$ cat config.mk
export PLATFORM = sky130hd
export DESIGN_NAME = pfs_top
export DESIGN_NICKNAME = d
export VERILOG_FILES = /design/src/rtl/pfs_pkg.sv /design/src/rtl/pfs_blink_if.sv /design/src/rtl/pfs_top.sv /design/src/rtl/pfs_blink.sv
export SDC_FILE = /design/constraint.sdc
export NUM_CORES = 1
export LEC_CHECK = 0
export ABC_AREA = 1
export BUFFER_PORTS_ARGS = -buffer_cell sky130_fd_sc_hd__buf_2
export CORE_ASPECT_RATIO = 1.1
export CORE_UTILIZATION = 59
export CTS_CLUSTER_DIAMETER = 150
export DETAILED_ROUTE_END_ITERATION = 10
export PLACE_DENSITY = 0.81
export SLEW_MARGIN = 20
export SYNTH_ARGS = -nofsm -noshare
export SYNTH_HDL_FRONTEND = slang
export SYNTH_SLANG_ARGS = --single-unit
$ cat constraint.sdc
create_clock -name CLK_I -period 3.5 [get_ports CLK_I]
set_clock_uncertainty 0.1 [all_clocks]
set_input_delay 0.35 -clock CLK_I [delete_from_list [all_inputs] [get_ports CLK_I]]
set_output_delay 0.35 -clock CLK_I [all_outputs]
set_load 0.03 [all_outputs]
$ cat src/rtl/pfs_pkg.sv
/*
 pfs_pkg: constants and types for the pin function selector.
 assumes a single 20 MHz clock domain.
*/
package pfs_pkg;
   localparam int unsigned CLK_HZ = 20000000;
   localparam int NPINS = 5;
   localparam int PIN_W = 3;
   localparam int CODE_W = 8;
   localparam int GSET_W = 8;
   // function codes
   localparam logic [7:0] FN_OUTPUT = 8'h00;
   localparam logic [7:0] FN_INPUT = 8'h01;
   localparam logic [7:0] FN_NETSTAT = 8'h02;
   localparam logic [7:0] FN_GNSS_SUPPLY = 8'h03;
   localparam logic [7:0] FN_GNSS_READY = 8'h04;
   localparam logic [7:0] FN_TIME_SYNC = 8'h05;
   localparam logic [7:0] FN_CARD_DETECT = 8'h07;
   localparam logic [7:0] FN_TX_BURST = 8'h09;
   localparam logic [7:0] FN_PAD_OFF = 8'hFF;
   // pin indices, zero based
   localparam logic [2:0] PIN1 = 3'h0;
   localparam logic [2:0] PIN2 = 3'h1;
   localparam logic [2:0] PIN3 = 3'h2;
   localparam logic [2:0] PIN4 = 3'h3;
   localparam logic [2:0] PIN5 = 3'h4;
   localparam logic [7:0] GSET_READY = 8'h10;
   localparam logic [7:0] GSET_SYNC = 8'h20;
   localparam logic [7:0] CFG_HOTPLUG_ITEM = 8'h32;
   // burst guard times
   localparam int unsigned TX_LEAD_US = 10;
   localparam int unsigned TX_TRAIL_US = 5;
   localparam int unsigned TX_TRAIL_CYC = TX_TRAIL_US * (CLK_HZ / 1000000);
   // blink timing
   localparam int unsigned MS_CYC = CLK_HZ / 1000;
   localparam int unsigned T50_MS = 50;
   localparam int unsigned T100_MS = 100;
   localparam int unsigned T2000_MS = 2000;
   localparam int unsigned T50_CYC = T50_MS * MS_CYC;
   localparam int unsigned T100_CYC = T100_MS * MS_CYC;
   localparam int unsigned T2000_CYC = T2000_MS * MS_CYC;
   localparam int TMR_W = 26;
   typedef enum logic [2:0] {
      NS_NONE = 3'h0,
      NS_HOME2G = 3'h1,
      NS_HOME3G = 3'h2,
      NS_VISIT2G = 3'h3,
      NS_VISIT3G = 3'h4,
      NS_CALL = 3'h5
   } pfs_net_t;
endpackage : pfs_pkg

$ cat src/rtl/pfs_blink_if.sv
/*
 pfs_blink_if: carries network state and the blink level between the top and the blink generator.
 assumes one clock domain.
*/
`timescale 1ns/1ps
interface pfs_blink_if;
   import pfs_pkg::*;
   pfs_net_t state;
   logic level;
   modport ctl (output state, input level);
   modport gen (input state, output level);
endinterface : pfs_blink_if

$ cat src/rtl/pfs_top.sv
/*
 pfs_top: special function selector for port pins 1..5.
 assumes synchronous inputs on CLK_I; pad drivers resolve the three pin signals outside.
*/
// How it works
// - each pin takes a function code; general input and output are included
// - transmit-burst indication only on pin 1, code 9, off after reset
// - burst output rises before first slot, falls ~5 us after last slot
// - supply enable defaults to pin 2; code 3 puts it on pins 1,3,4,5 once pin 2 gives it up
// - supply enable output follows gnss control setting, default 0
// - data-ready only on pin 3, code 4
// - data-ready wakes only if control 1 and pin setting 16; else pulled-down tri-state
// - time-sync only on pin 4, code 5; drives sync if control 1, setting 32
// - card detect only on pin 5, default code 7, input with pull-down
// - every card line change raises a notification pulse while pin 5 holds code 7
// - hot insertion handling off until configuration item 50 enables it
// - network status on pins 1..5 by code 2, one pin, none at reset
// - network pin repeats home/visitor blink patterns
// - network pin low with no service, high during a call
`timescale 1ns/1ps
module pfs_top (
   input wire logic CLK_I,
   input wire logic SYS_RST_I,
   input wire logic CMD_VALID_I,
   input wire logic [pfs_pkg::PIN_W-1:0] CMD_PIN_I,
   input wire logic [pfs_pkg::CODE_W-1:0] CMD_CODE_I,
   output logic CMD_ACCEPT_O,
   output logic CMD_REJECT_O,
   input wire logic GNSS_CTRL_I,
   input wire logic [pfs_pkg::GSET_W-1:0] GNSS_PIN_SET_I,
   input wire logic CFG_VALID_I,
   input wire logic [7:0] CFG_ITEM_I,
   input wire logic CFG_VALUE_I,
   input wire logic TX_WINDOW_I,
   input wire logic SYNC_PULSE_I,
   input wire pfs_pkg::pfs_net_t NET_STATE_I,
   input wire logic [pfs_pkg::NPINS-1:0] GP_OUT_VAL_I,
   input wire logic [pfs_pkg::NPINS-1:0] PIN_IN_I,
   output logic [pfs_pkg::NPINS-1:0] PIN_OUT_O,
   output logic [pfs_pkg::NPINS-1:0] PIN_OE_O,
   output logic [pfs_pkg::NPINS-1:0] PIN_PULLDOWN_O,
   output logic [pfs_pkg::NPINS-1:0] GP_IN_O,
   output logic GNSS_WAKE_O,
   output logic CARD_PRESENT_O,
   output logic CARD_EVENT_O,
   output logic HOTPLUG_EN_O
);
   import pfs_pkg::*;

   // -------------------------------------------
   // function code table
   // -------------------------------------------
   logic [CODE_W-1:0] code [NPINS];
   logic [CODE_W-1:0] next_code [NPINS];
   logic accept, reject;
   logic hot, next_hot;

   function automatic logic allowed(input logic [2:0] p, input logic [7:0] c);
      logic ok;
      ok = 1'b0;
      case (c)
         FN_OUTPUT, FN_INPUT, FN_PAD_OFF, FN_NETSTAT: ok = 1'b1;
         FN_GNSS_SUPPLY: ok = 1'b1;
         FN_TX_BURST: ok = (p == PIN1);
         FN_GNSS_READY: ok = (p == PIN3);
         FN_TIME_SYNC: ok = (p == PIN4);
         FN_CARD_DETECT: ok = (p == PIN5);
         default: ok = 1'b0;
      endcase
      return ok;
   endfunction : allowed

   always_comb begin
      logic taken;
      taken = 1'b0;
      for (int i = 0; i < NPINS; i++) begin
         next_code[i] = code[i];
         // network status and supply enable can be held by one pin only
         if ((CMD_CODE_I == FN_NETSTAT || CMD_CODE_I == FN_GNSS_SUPPLY) &&
             code[i] == CMD_CODE_I && i != int'(CMD_PIN_I))
            taken = 1'b1;
      end
      accept = CMD_VALID_I && (int'(CMD_PIN_I) < NPINS) && allowed(CMD_PIN_I, CMD_CODE_I) && !taken;
      reject = CMD_VALID_I && !accept;
      if (accept)
         next_code[CMD_PIN_I] = CMD_CODE_I;
      next_hot = hot;
      if (CFG_VALID_I && CFG_ITEM_I == CFG_HOTPLUG_ITEM)
         next_hot = CFG_VALUE_I;
   end

   always_ff @(posedge CLK_I) begin
      if (SYS_RST_I) begin
         code[PIN1] <= FN_PAD_OFF;
         code[PIN2] <= FN_GNSS_SUPPLY;
         code[PIN3] <= FN_GNSS_READY;
         code[PIN4] <= FN_TIME_SYNC;
         code[PIN5] <= FN_CARD_DETECT;
         hot <= 1'b0;
         CMD_ACCEPT_O <= 1'b0;
         CMD_REJECT_O <= 1'b0;
      end else begin
         code <= next_code;
         hot <= next_hot;
         CMD_ACCEPT_O <= accept;
         CMD_REJECT_O <= reject;
      end
   end

   // -------------------------------------------
   // transmit burst trailing stretch
   // -------------------------------------------
   // the ~10 us lead is the radio's job: TX_WINDOW_I is raised early
   localparam int TR_W = 8;
   logic [TR_W-1:0] trail, next_trail;
   logic burst;

   always_comb begin
      if (TX_WINDOW_I)
         next_trail = TR_W'(TX_TRAIL_CYC);
      else if (trail != '0)
         next_trail = trail - TR_W'(1);
      else
         next_trail = '0;
   end

   always_ff @(posedge CLK_I) begin
      if (SYS_RST_I)
         trail <= '0;
      else
         trail <= next_trail;
   end

   assign burst = TX_WINDOW_I || (trail != '0);

   // -------------------------------------------
   // network blink generator
   // -------------------------------------------
   pfs_blink_if blk ();
   assign blk.state = NET_STATE_I;

   pfs_blink u_blink (
      .clk_i(CLK_I),
      .rst_i(SYS_RST_I),
      .bl(blk.gen)
   );

   // -------------------------------------------
   // card detect change events
   // -------------------------------------------
   logic card, next_card, card_evt, next_card_evt;

   always_comb begin
      next_card = (code[PIN5] == FN_CARD_DETECT) ? PIN_IN_I[PIN5] : card;
      next_card_evt = (code[PIN5] == FN_CARD_DETECT) && (PIN_IN_I[PIN5] != card);
   end

   always_ff @(posedge CLK_I) begin
      if (SYS_RST_I) begin
         card <= 1'b0;
         card_evt <= 1'b0;
      end else begin
         card <= next_card;
         card_evt <= next_card_evt;
      end
   end

   // -------------------------------------------
   // pad drive
   // -------------------------------------------
   logic [NPINS-1:0] next_out, next_oe, next_pd, next_gpin;
   logic next_wake;
   logic gready, gsync;

   assign gready = GNSS_CTRL_I && (GNSS_PIN_SET_I == GSET_READY);
   assign gsync = GNSS_CTRL_I && (GNSS_PIN_SET_I == GSET_SYNC);

   always_comb begin
      next_wake = 1'b0;
      for (int i = 0; i < NPINS; i++) begin
         next_out[i] = 1'b0;
         next_oe[i] = 1'b0;
         next_pd[i] = 1'b0;
         next_gpin[i] = 1'b0;
         case (code[i])
            FN_OUTPUT: begin
               next_oe[i] = 1'b1;
               next_out[i] = GP_OUT_VAL_I[i];
            end
            FN_INPUT: next_gpin[i] = PIN_IN_I[i];
            FN_NETSTAT: begin
               next_oe[i] = 1'b1;
               next_out[i] = blk.level;
            end
            FN_GNSS_SUPPLY: begin
               next_oe[i] = 1'b1;
               next_out[i] = GNSS_CTRL_I;
            end
            FN_GNSS_READY: begin
               next_pd[i] = !gready;
               next_wake = gready && PIN_IN_I[i];
            end
            FN_TIME_SYNC: begin
               next_oe[i] = 1'b1;
               next_out[i] = gsync && SYNC_PULSE_I;
            end
            FN_CARD_DETECT: next_pd[i] = 1'b1;
            FN_TX_BURST: begin
               next_oe[i] = 1'b1;
               next_out[i] = burst;
            end
            default: next_pd[i] = 1'b1;
         endcase
      end
   end

   always_ff @(posedge CLK_I) begin
      if (SYS_RST_I) begin
         PIN_OUT_O <= '0;
         PIN_OE_O <= '0;
         PIN_PULLDOWN_O <= '1;
         GP_IN_O <= '0;
         GNSS_WAKE_O <= 1'b0;
      end else begin
         PIN_OUT_O <= next_out;
         PIN_OE_O <= next_oe;
         PIN_PULLDOWN_O <= next_pd;
         GP_IN_O <= next_gpin;
         GNSS_WAKE_O <= next_wake;
      end
   end

   assign CARD_PRESENT_O = card;
   assign CARD_EVENT_O = card_evt;
   assign HOTPLUG_EN_O = hot;
endmodule : pfs_top

$ cat src/rtl/pfs_blink.sv
/*
 pfs_blink: network status blink pattern generator.
 assumes the state input is stable for whole patterns; a change restarts the pattern.
*/
`timescale 1ns/1ps
module pfs_blink (
   input wire logic clk_i,
   input wire logic rst_i,
   pfs_blink_if.gen bl
);
   import pfs_pkg::*;
   // -------------------------------------------
   // phase sequencer: up to four phases, high/low/high/low
   // -------------------------------------------
   logic [1:0] phase, next_phase;
   logic [TMR_W-1:0] tmr, next_tmr;
   logic lvl, next_lvl;
   pfs_net_t last, next_last;
   logic [TMR_W-1:0] len [4];

   always_comb begin
      len[0] = TMR_W'(T100_CYC);
      len[1] = TMR_W'(T2000_CYC);
      len[2] = '0;
      len[3] = '0;
      case (bl.state)
         NS_HOME2G: begin
            len[0] = TMR_W'(T100_CYC);
            len[1] = TMR_W'(T2000_CYC);
         end
         NS_HOME3G, NS_VISIT3G: begin
            len[0] = TMR_W'(T50_CYC);
            len[1] = TMR_W'(T50_CYC);
            len[2] = TMR_W'(T50_CYC);
            len[3] = (bl.state == NS_HOME3G) ? TMR_W'(T2000_CYC) : TMR_W'(T100_CYC);
         end
         NS_VISIT2G: begin
            len[0] = TMR_W'(T100_CYC);
            len[1] = TMR_W'(T100_CYC);
            len[2] = TMR_W'(T100_CYC);
            len[3] = TMR_W'(T2000_CYC);
         end
         default: ;
      endcase
   end

   always_comb begin
      next_last = bl.state;
      next_phase = phase;
      next_tmr = tmr;
      if (bl.state != last) begin
         next_phase = 2'h0;
         next_tmr = '0;
      end else if (tmr + TMR_W'(1) >= len[phase]) begin
         next_tmr = '0;
         // two-phase patterns wrap after phase 1
         next_phase = (phase == 2'h1 && len[2] == '0) ? 2'h0 : phase + 2'h1;
      end else begin
         next_tmr = tmr + TMR_W'(1);
      end
      case (bl.state)
         NS_NONE: next_lvl = 1'b0;
         NS_CALL: next_lvl = 1'b1;
         default: next_lvl = ~next_phase[0];
      endcase
   end

   always_ff @(posedge clk_i) begin
      if (rst_i) begin
         phase <= 2'h0;
         tmr <= '0;
         lvl <= 1'b0;
         last <= NS_NONE;
      end else begin
         phase <= next_phase;
         tmr <= next_tmr;
         lvl <= next_lvl;
         last <= next_last;
      end
   end

   assign bl.level = lvl;
endmodule : pfs_blink

==> results.md <==
* Share of layout cells above drive strength 1 at 17.1%
* Fin. max-slew vios at 0
* Vias/cell at 5.37
* Hold_buf cts at 0
* Finish-stage setup viols at 0
* Total track usage at 29.5%
* R2R Path Start: u_blink.tmr[1]
* Power Density at 360 mW/mm2
* CP Max Fanout at 7
* Initial antenna violation count at 0
* Type of origin of the critical path: flop
* Top_reg_cell synth: dfxtp_1
* Fin crit period at 3.23 ns
* First-pass GRT wire length at 25500 um
* Design area at 0.00724 mm2
* Tcrit/Tclk final at 92.2%
* DP Area at 0.00679 mm2
* Min-Delay Path Class: in2reg
* IO Pins at 74
* Cts bufs inserted at 9
* Fraction of registers with async set/reset at 0%
* EDFF count, synth at 0
* Syn Std Cell Area at 0.00628 mm2
* Min-Delay Startpoint: CFG_VALUE_I
* R2R Setup Slk at 0.27 ns
* Post-DP HPWL at 12200 um
* Antenna Nets Post-Route at 0
* Area Overhead vs Synth at 15.3%
* Die height at 110 um
* Fin nets at 1081
* CP Data Arrival Time at 3.40 ns
* TritonRoute pass-1 iters at 6
* Row count at 39
* Die area at 0.0111 mm2
* Largest net degree at the start of global routing at 30
* Register area share after synthesis at 33.8%
* Vias in the first global route at 5648
* RePlAce Congestion at 0.912
* Placed insts at 1142
* FMAX at 0.310 GHz
* IO Port Bufs at 73
* Worst VDD drop at 0.310 mV
* Core Region at 0.0104 mm2
* CTS tree: built
* Worst R2R End: u_blink.tmr[19]
* Worst-Margin Slew at 0.621 ns
* Synth cell types at 51
* #FFs+latches synth at 106
* Yosys warns at 0
* Reg2Reg Depth at 19
* Post-Syn Nets at 1002
* Critical Path RT at 3.67 ns
* Ant diodes at 0
* Slew headroom at 58.2%
* Average cell area after synthesis at 6.70 um2
* H-tree Lvls at 3
* Sink of the worst hold path: HOTPLUG_EN_O
* Status: finished clean
* Starting Density at 60.4%
* Clk slew on worst S/H paths at 0.07 ns
* Final Hold Viols at 0
* Grt total ovfl at 0
* Total wire length at 16200 um
* Worst-Skew Late Latency at 0.36 ns
* Crit end category: flop
* Fin cells at 1164
* First DRT Iteration DRCs at 415
* Deepest clock path buffer count at 2
* Static Leakage at 0.00364 uW
* Critical path type: reg2reg
* Vias at 6256
* Worst hold path depth at 3
* Pwr Total at 2610 uW
* Maxcap violations at 0
* Clock root buffer: clkbuf_16
* Post-synthesis cell count at 937
* Wire per inst at 13.9 um
* TritonCTS Sinks at 106
* Die X-Extent at 100 um
* DR DRC count at 0
==> state kept, by name, indices dropped and copies added (netlist names) <==
register          count
CMD_REJECT_O          1
u_blink.last          3
u_blink.tmr          26
HOTPLUG_EN_O          1
PIN_OUT_O             5
trail                 8
PIN_OE_O              5
CARD_PRESENT_O        1
CARD_EVENT_O          1
u_blink.phase         2
u_blink.bl.level      1
PIN_PULLDOWN_O        5
GNSS_WAKE_O           1
CMD_ACCEPT_O          1
code                 40
GP_IN_O               5
==> per-layer routing <==
metal	vias up	routed length (um)	GRT usage, %
li1	3153	-	-
met1	2830	6630	33.9
met2	224	8130	53.2
met3	49	878	4.79
met4	0	569	14.9
met5	-	0	0
==> critical path, cell delays in order (launching register included) <==
cell and delay, ns:
dfxtp_2 0.38, ha_4 0.16, nand2_2 0.06, nor2_4 0.18
buf_4 0.14, nand4_1 0.11, xor2_1 0.30, inv_1 0.09
ha_1 0.19, a21o_1 0.17, a21oi_1 0.12, nand3_1 0.16
a21oi_1 0.16, nand2_1 0.08, nand2_1 0.07, nand2_1 0.07
inv_2 0.08, nand3_4 0.16, buf_4 0.21, nor3_1 0.15
==> logic make-up (layout without fill, tap and decap cells) <==
family / count (synthesis) / count (layout) / synth area share, %
AOI/OAI and AO/OA: 93 / 93 / 9.52
and+or+nand+nor: 525 / 525 / 38.9
buffers and inverters: 170 / 254 / 10.8
adders and majority gates: 17 / 17 / 3.39
DFF: 106 / 106 / 33.8
xor gates and xnor gates: 26 / 26 / 3.63
==> layout by cell type, fill, tap and decap left out, types with 5 or more instances in the layout <==
cell         n
o21ai_0     13
nor4_1      11
nor2_2      18
nor3_1      23
nand2_2      6
dfxtp_1    104
buf_2       73
a21oi_1     25
o211ai_1     8
nand4_1     20
nand2_1    224
o22ai_1     14
inv_1      140
nor2_4      20
buf_4       13
xnor2_1      7
nand3_1     63
xor2_1      17
ha_1        16
nand3_2      5
nor2_1     118
inv_2        8
clkbuf_16   10
==> where the power goes <==
group	internal, uW	switching (uW)
Sequential	1230	18.0
Combinational	97.3	174
Clock	620	467
==> worst max-delay path by stage <==
stage / start / end / slack (ns) / cells past startpoint
global route: u_blink.tmr[0] / u_blink.tmr[8] / -0.003 / 22
CTS: u_blink.tmr[1] / u_blink.tmr[3] / 0.07 / 23
detailed placement: u_blink.tmr[1] / u_blink.tmr[13] / 0.07 / 23
floorplan: u_blink.tmr[0] / u_blink.tmr[9] / 0.38 / 23
global placement: u_blink.tmr[1] / u_blink.tmr[3] / 0.18 / 23
finish: u_blink.tmr[1] / u_blink.tmr[19] / 0.27 / 19
==> cell type report <==
| class | instances | area [um2] |
|---|---|---|
| Multi-Input combinational cell | 661 | 3540 |
| Inverter | 150 | 563 |
| Clock inverter | 4 | 57.6 |
| Clock buffer | 12 | 267 |
| Tap cell | 143 | 179 |
| Timing Repair Buffer | 88 | 508 |
| Sequential cell | 106 | 2120 |
| Fill cell | 942 | 3150 |
==> through the flow <==
step | utilization, % | setup TNS (ns) | setup slack [ns] | hold slack (ns)
global route | 69.7 | -0.00457 | -0.00300 | 0.142
finish | 69.7 | 0 | 0.272 | 0.129
floorplan | - | 0 | 0.380 | 0.293
CTS | 68.5 | 0 | 0.0694 | 0.119
detailed placement | 65.3 | 0 | 0.0700 | 0.314
global placement | 65.3 | 0 | 0.179 | 0.303
==> Yosys cell counts (2+ instances only) <==
master     instances  share of area [%]
inv_1            140                8.4
nand2_2            6               0.60
nor3_1            23                1.8
a221oi_1           3               0.42
nand3_2            5               0.80
xnor2_1            8                1.1
o21ai_0           14                1.1
buf_2              9               0.72
o22ai_1           14                1.4
inv_2              8               0.48
o221ai_1           3               0.42
or3_1              3               0.30
dfxtp_1          106                 34
nand3_1           63                5.0
o21ai_1            3               0.24
o311ai_0           3               0.42
xor2_1            18                2.5
a32o_1             2               0.32
o21bai_1           2               0.24
o2111ai_1          3               0.42
a21oi_1           25                2.0
nor4_1            11                1.1
ha_1              17                3.4
nor2_2            17                1.7
nand4_1           20                2.0
clkbuf_1           7               0.42
nor2_4            17                3.0
a31oi_1            4               0.40
nand3_4            2               0.56
nand3b_1           3               0.36
nand2_1          225                 13
clkinv_1           2               0.12
or2_2              4               0.40
nor2_1           122                7.3
a21o_1             2               0.24
o211ai_1           8               0.96
==> what timing repair did <==
action / in CTS / in global routing
pin swaps: 0 / 5
buffers inserted: 0 / 5
resized for setup: 1 / 15
setup endpoints to repair: 1 / 29
gates cloned: 0 / 1
Note: power is estimated with default switching activity, not from simulation.
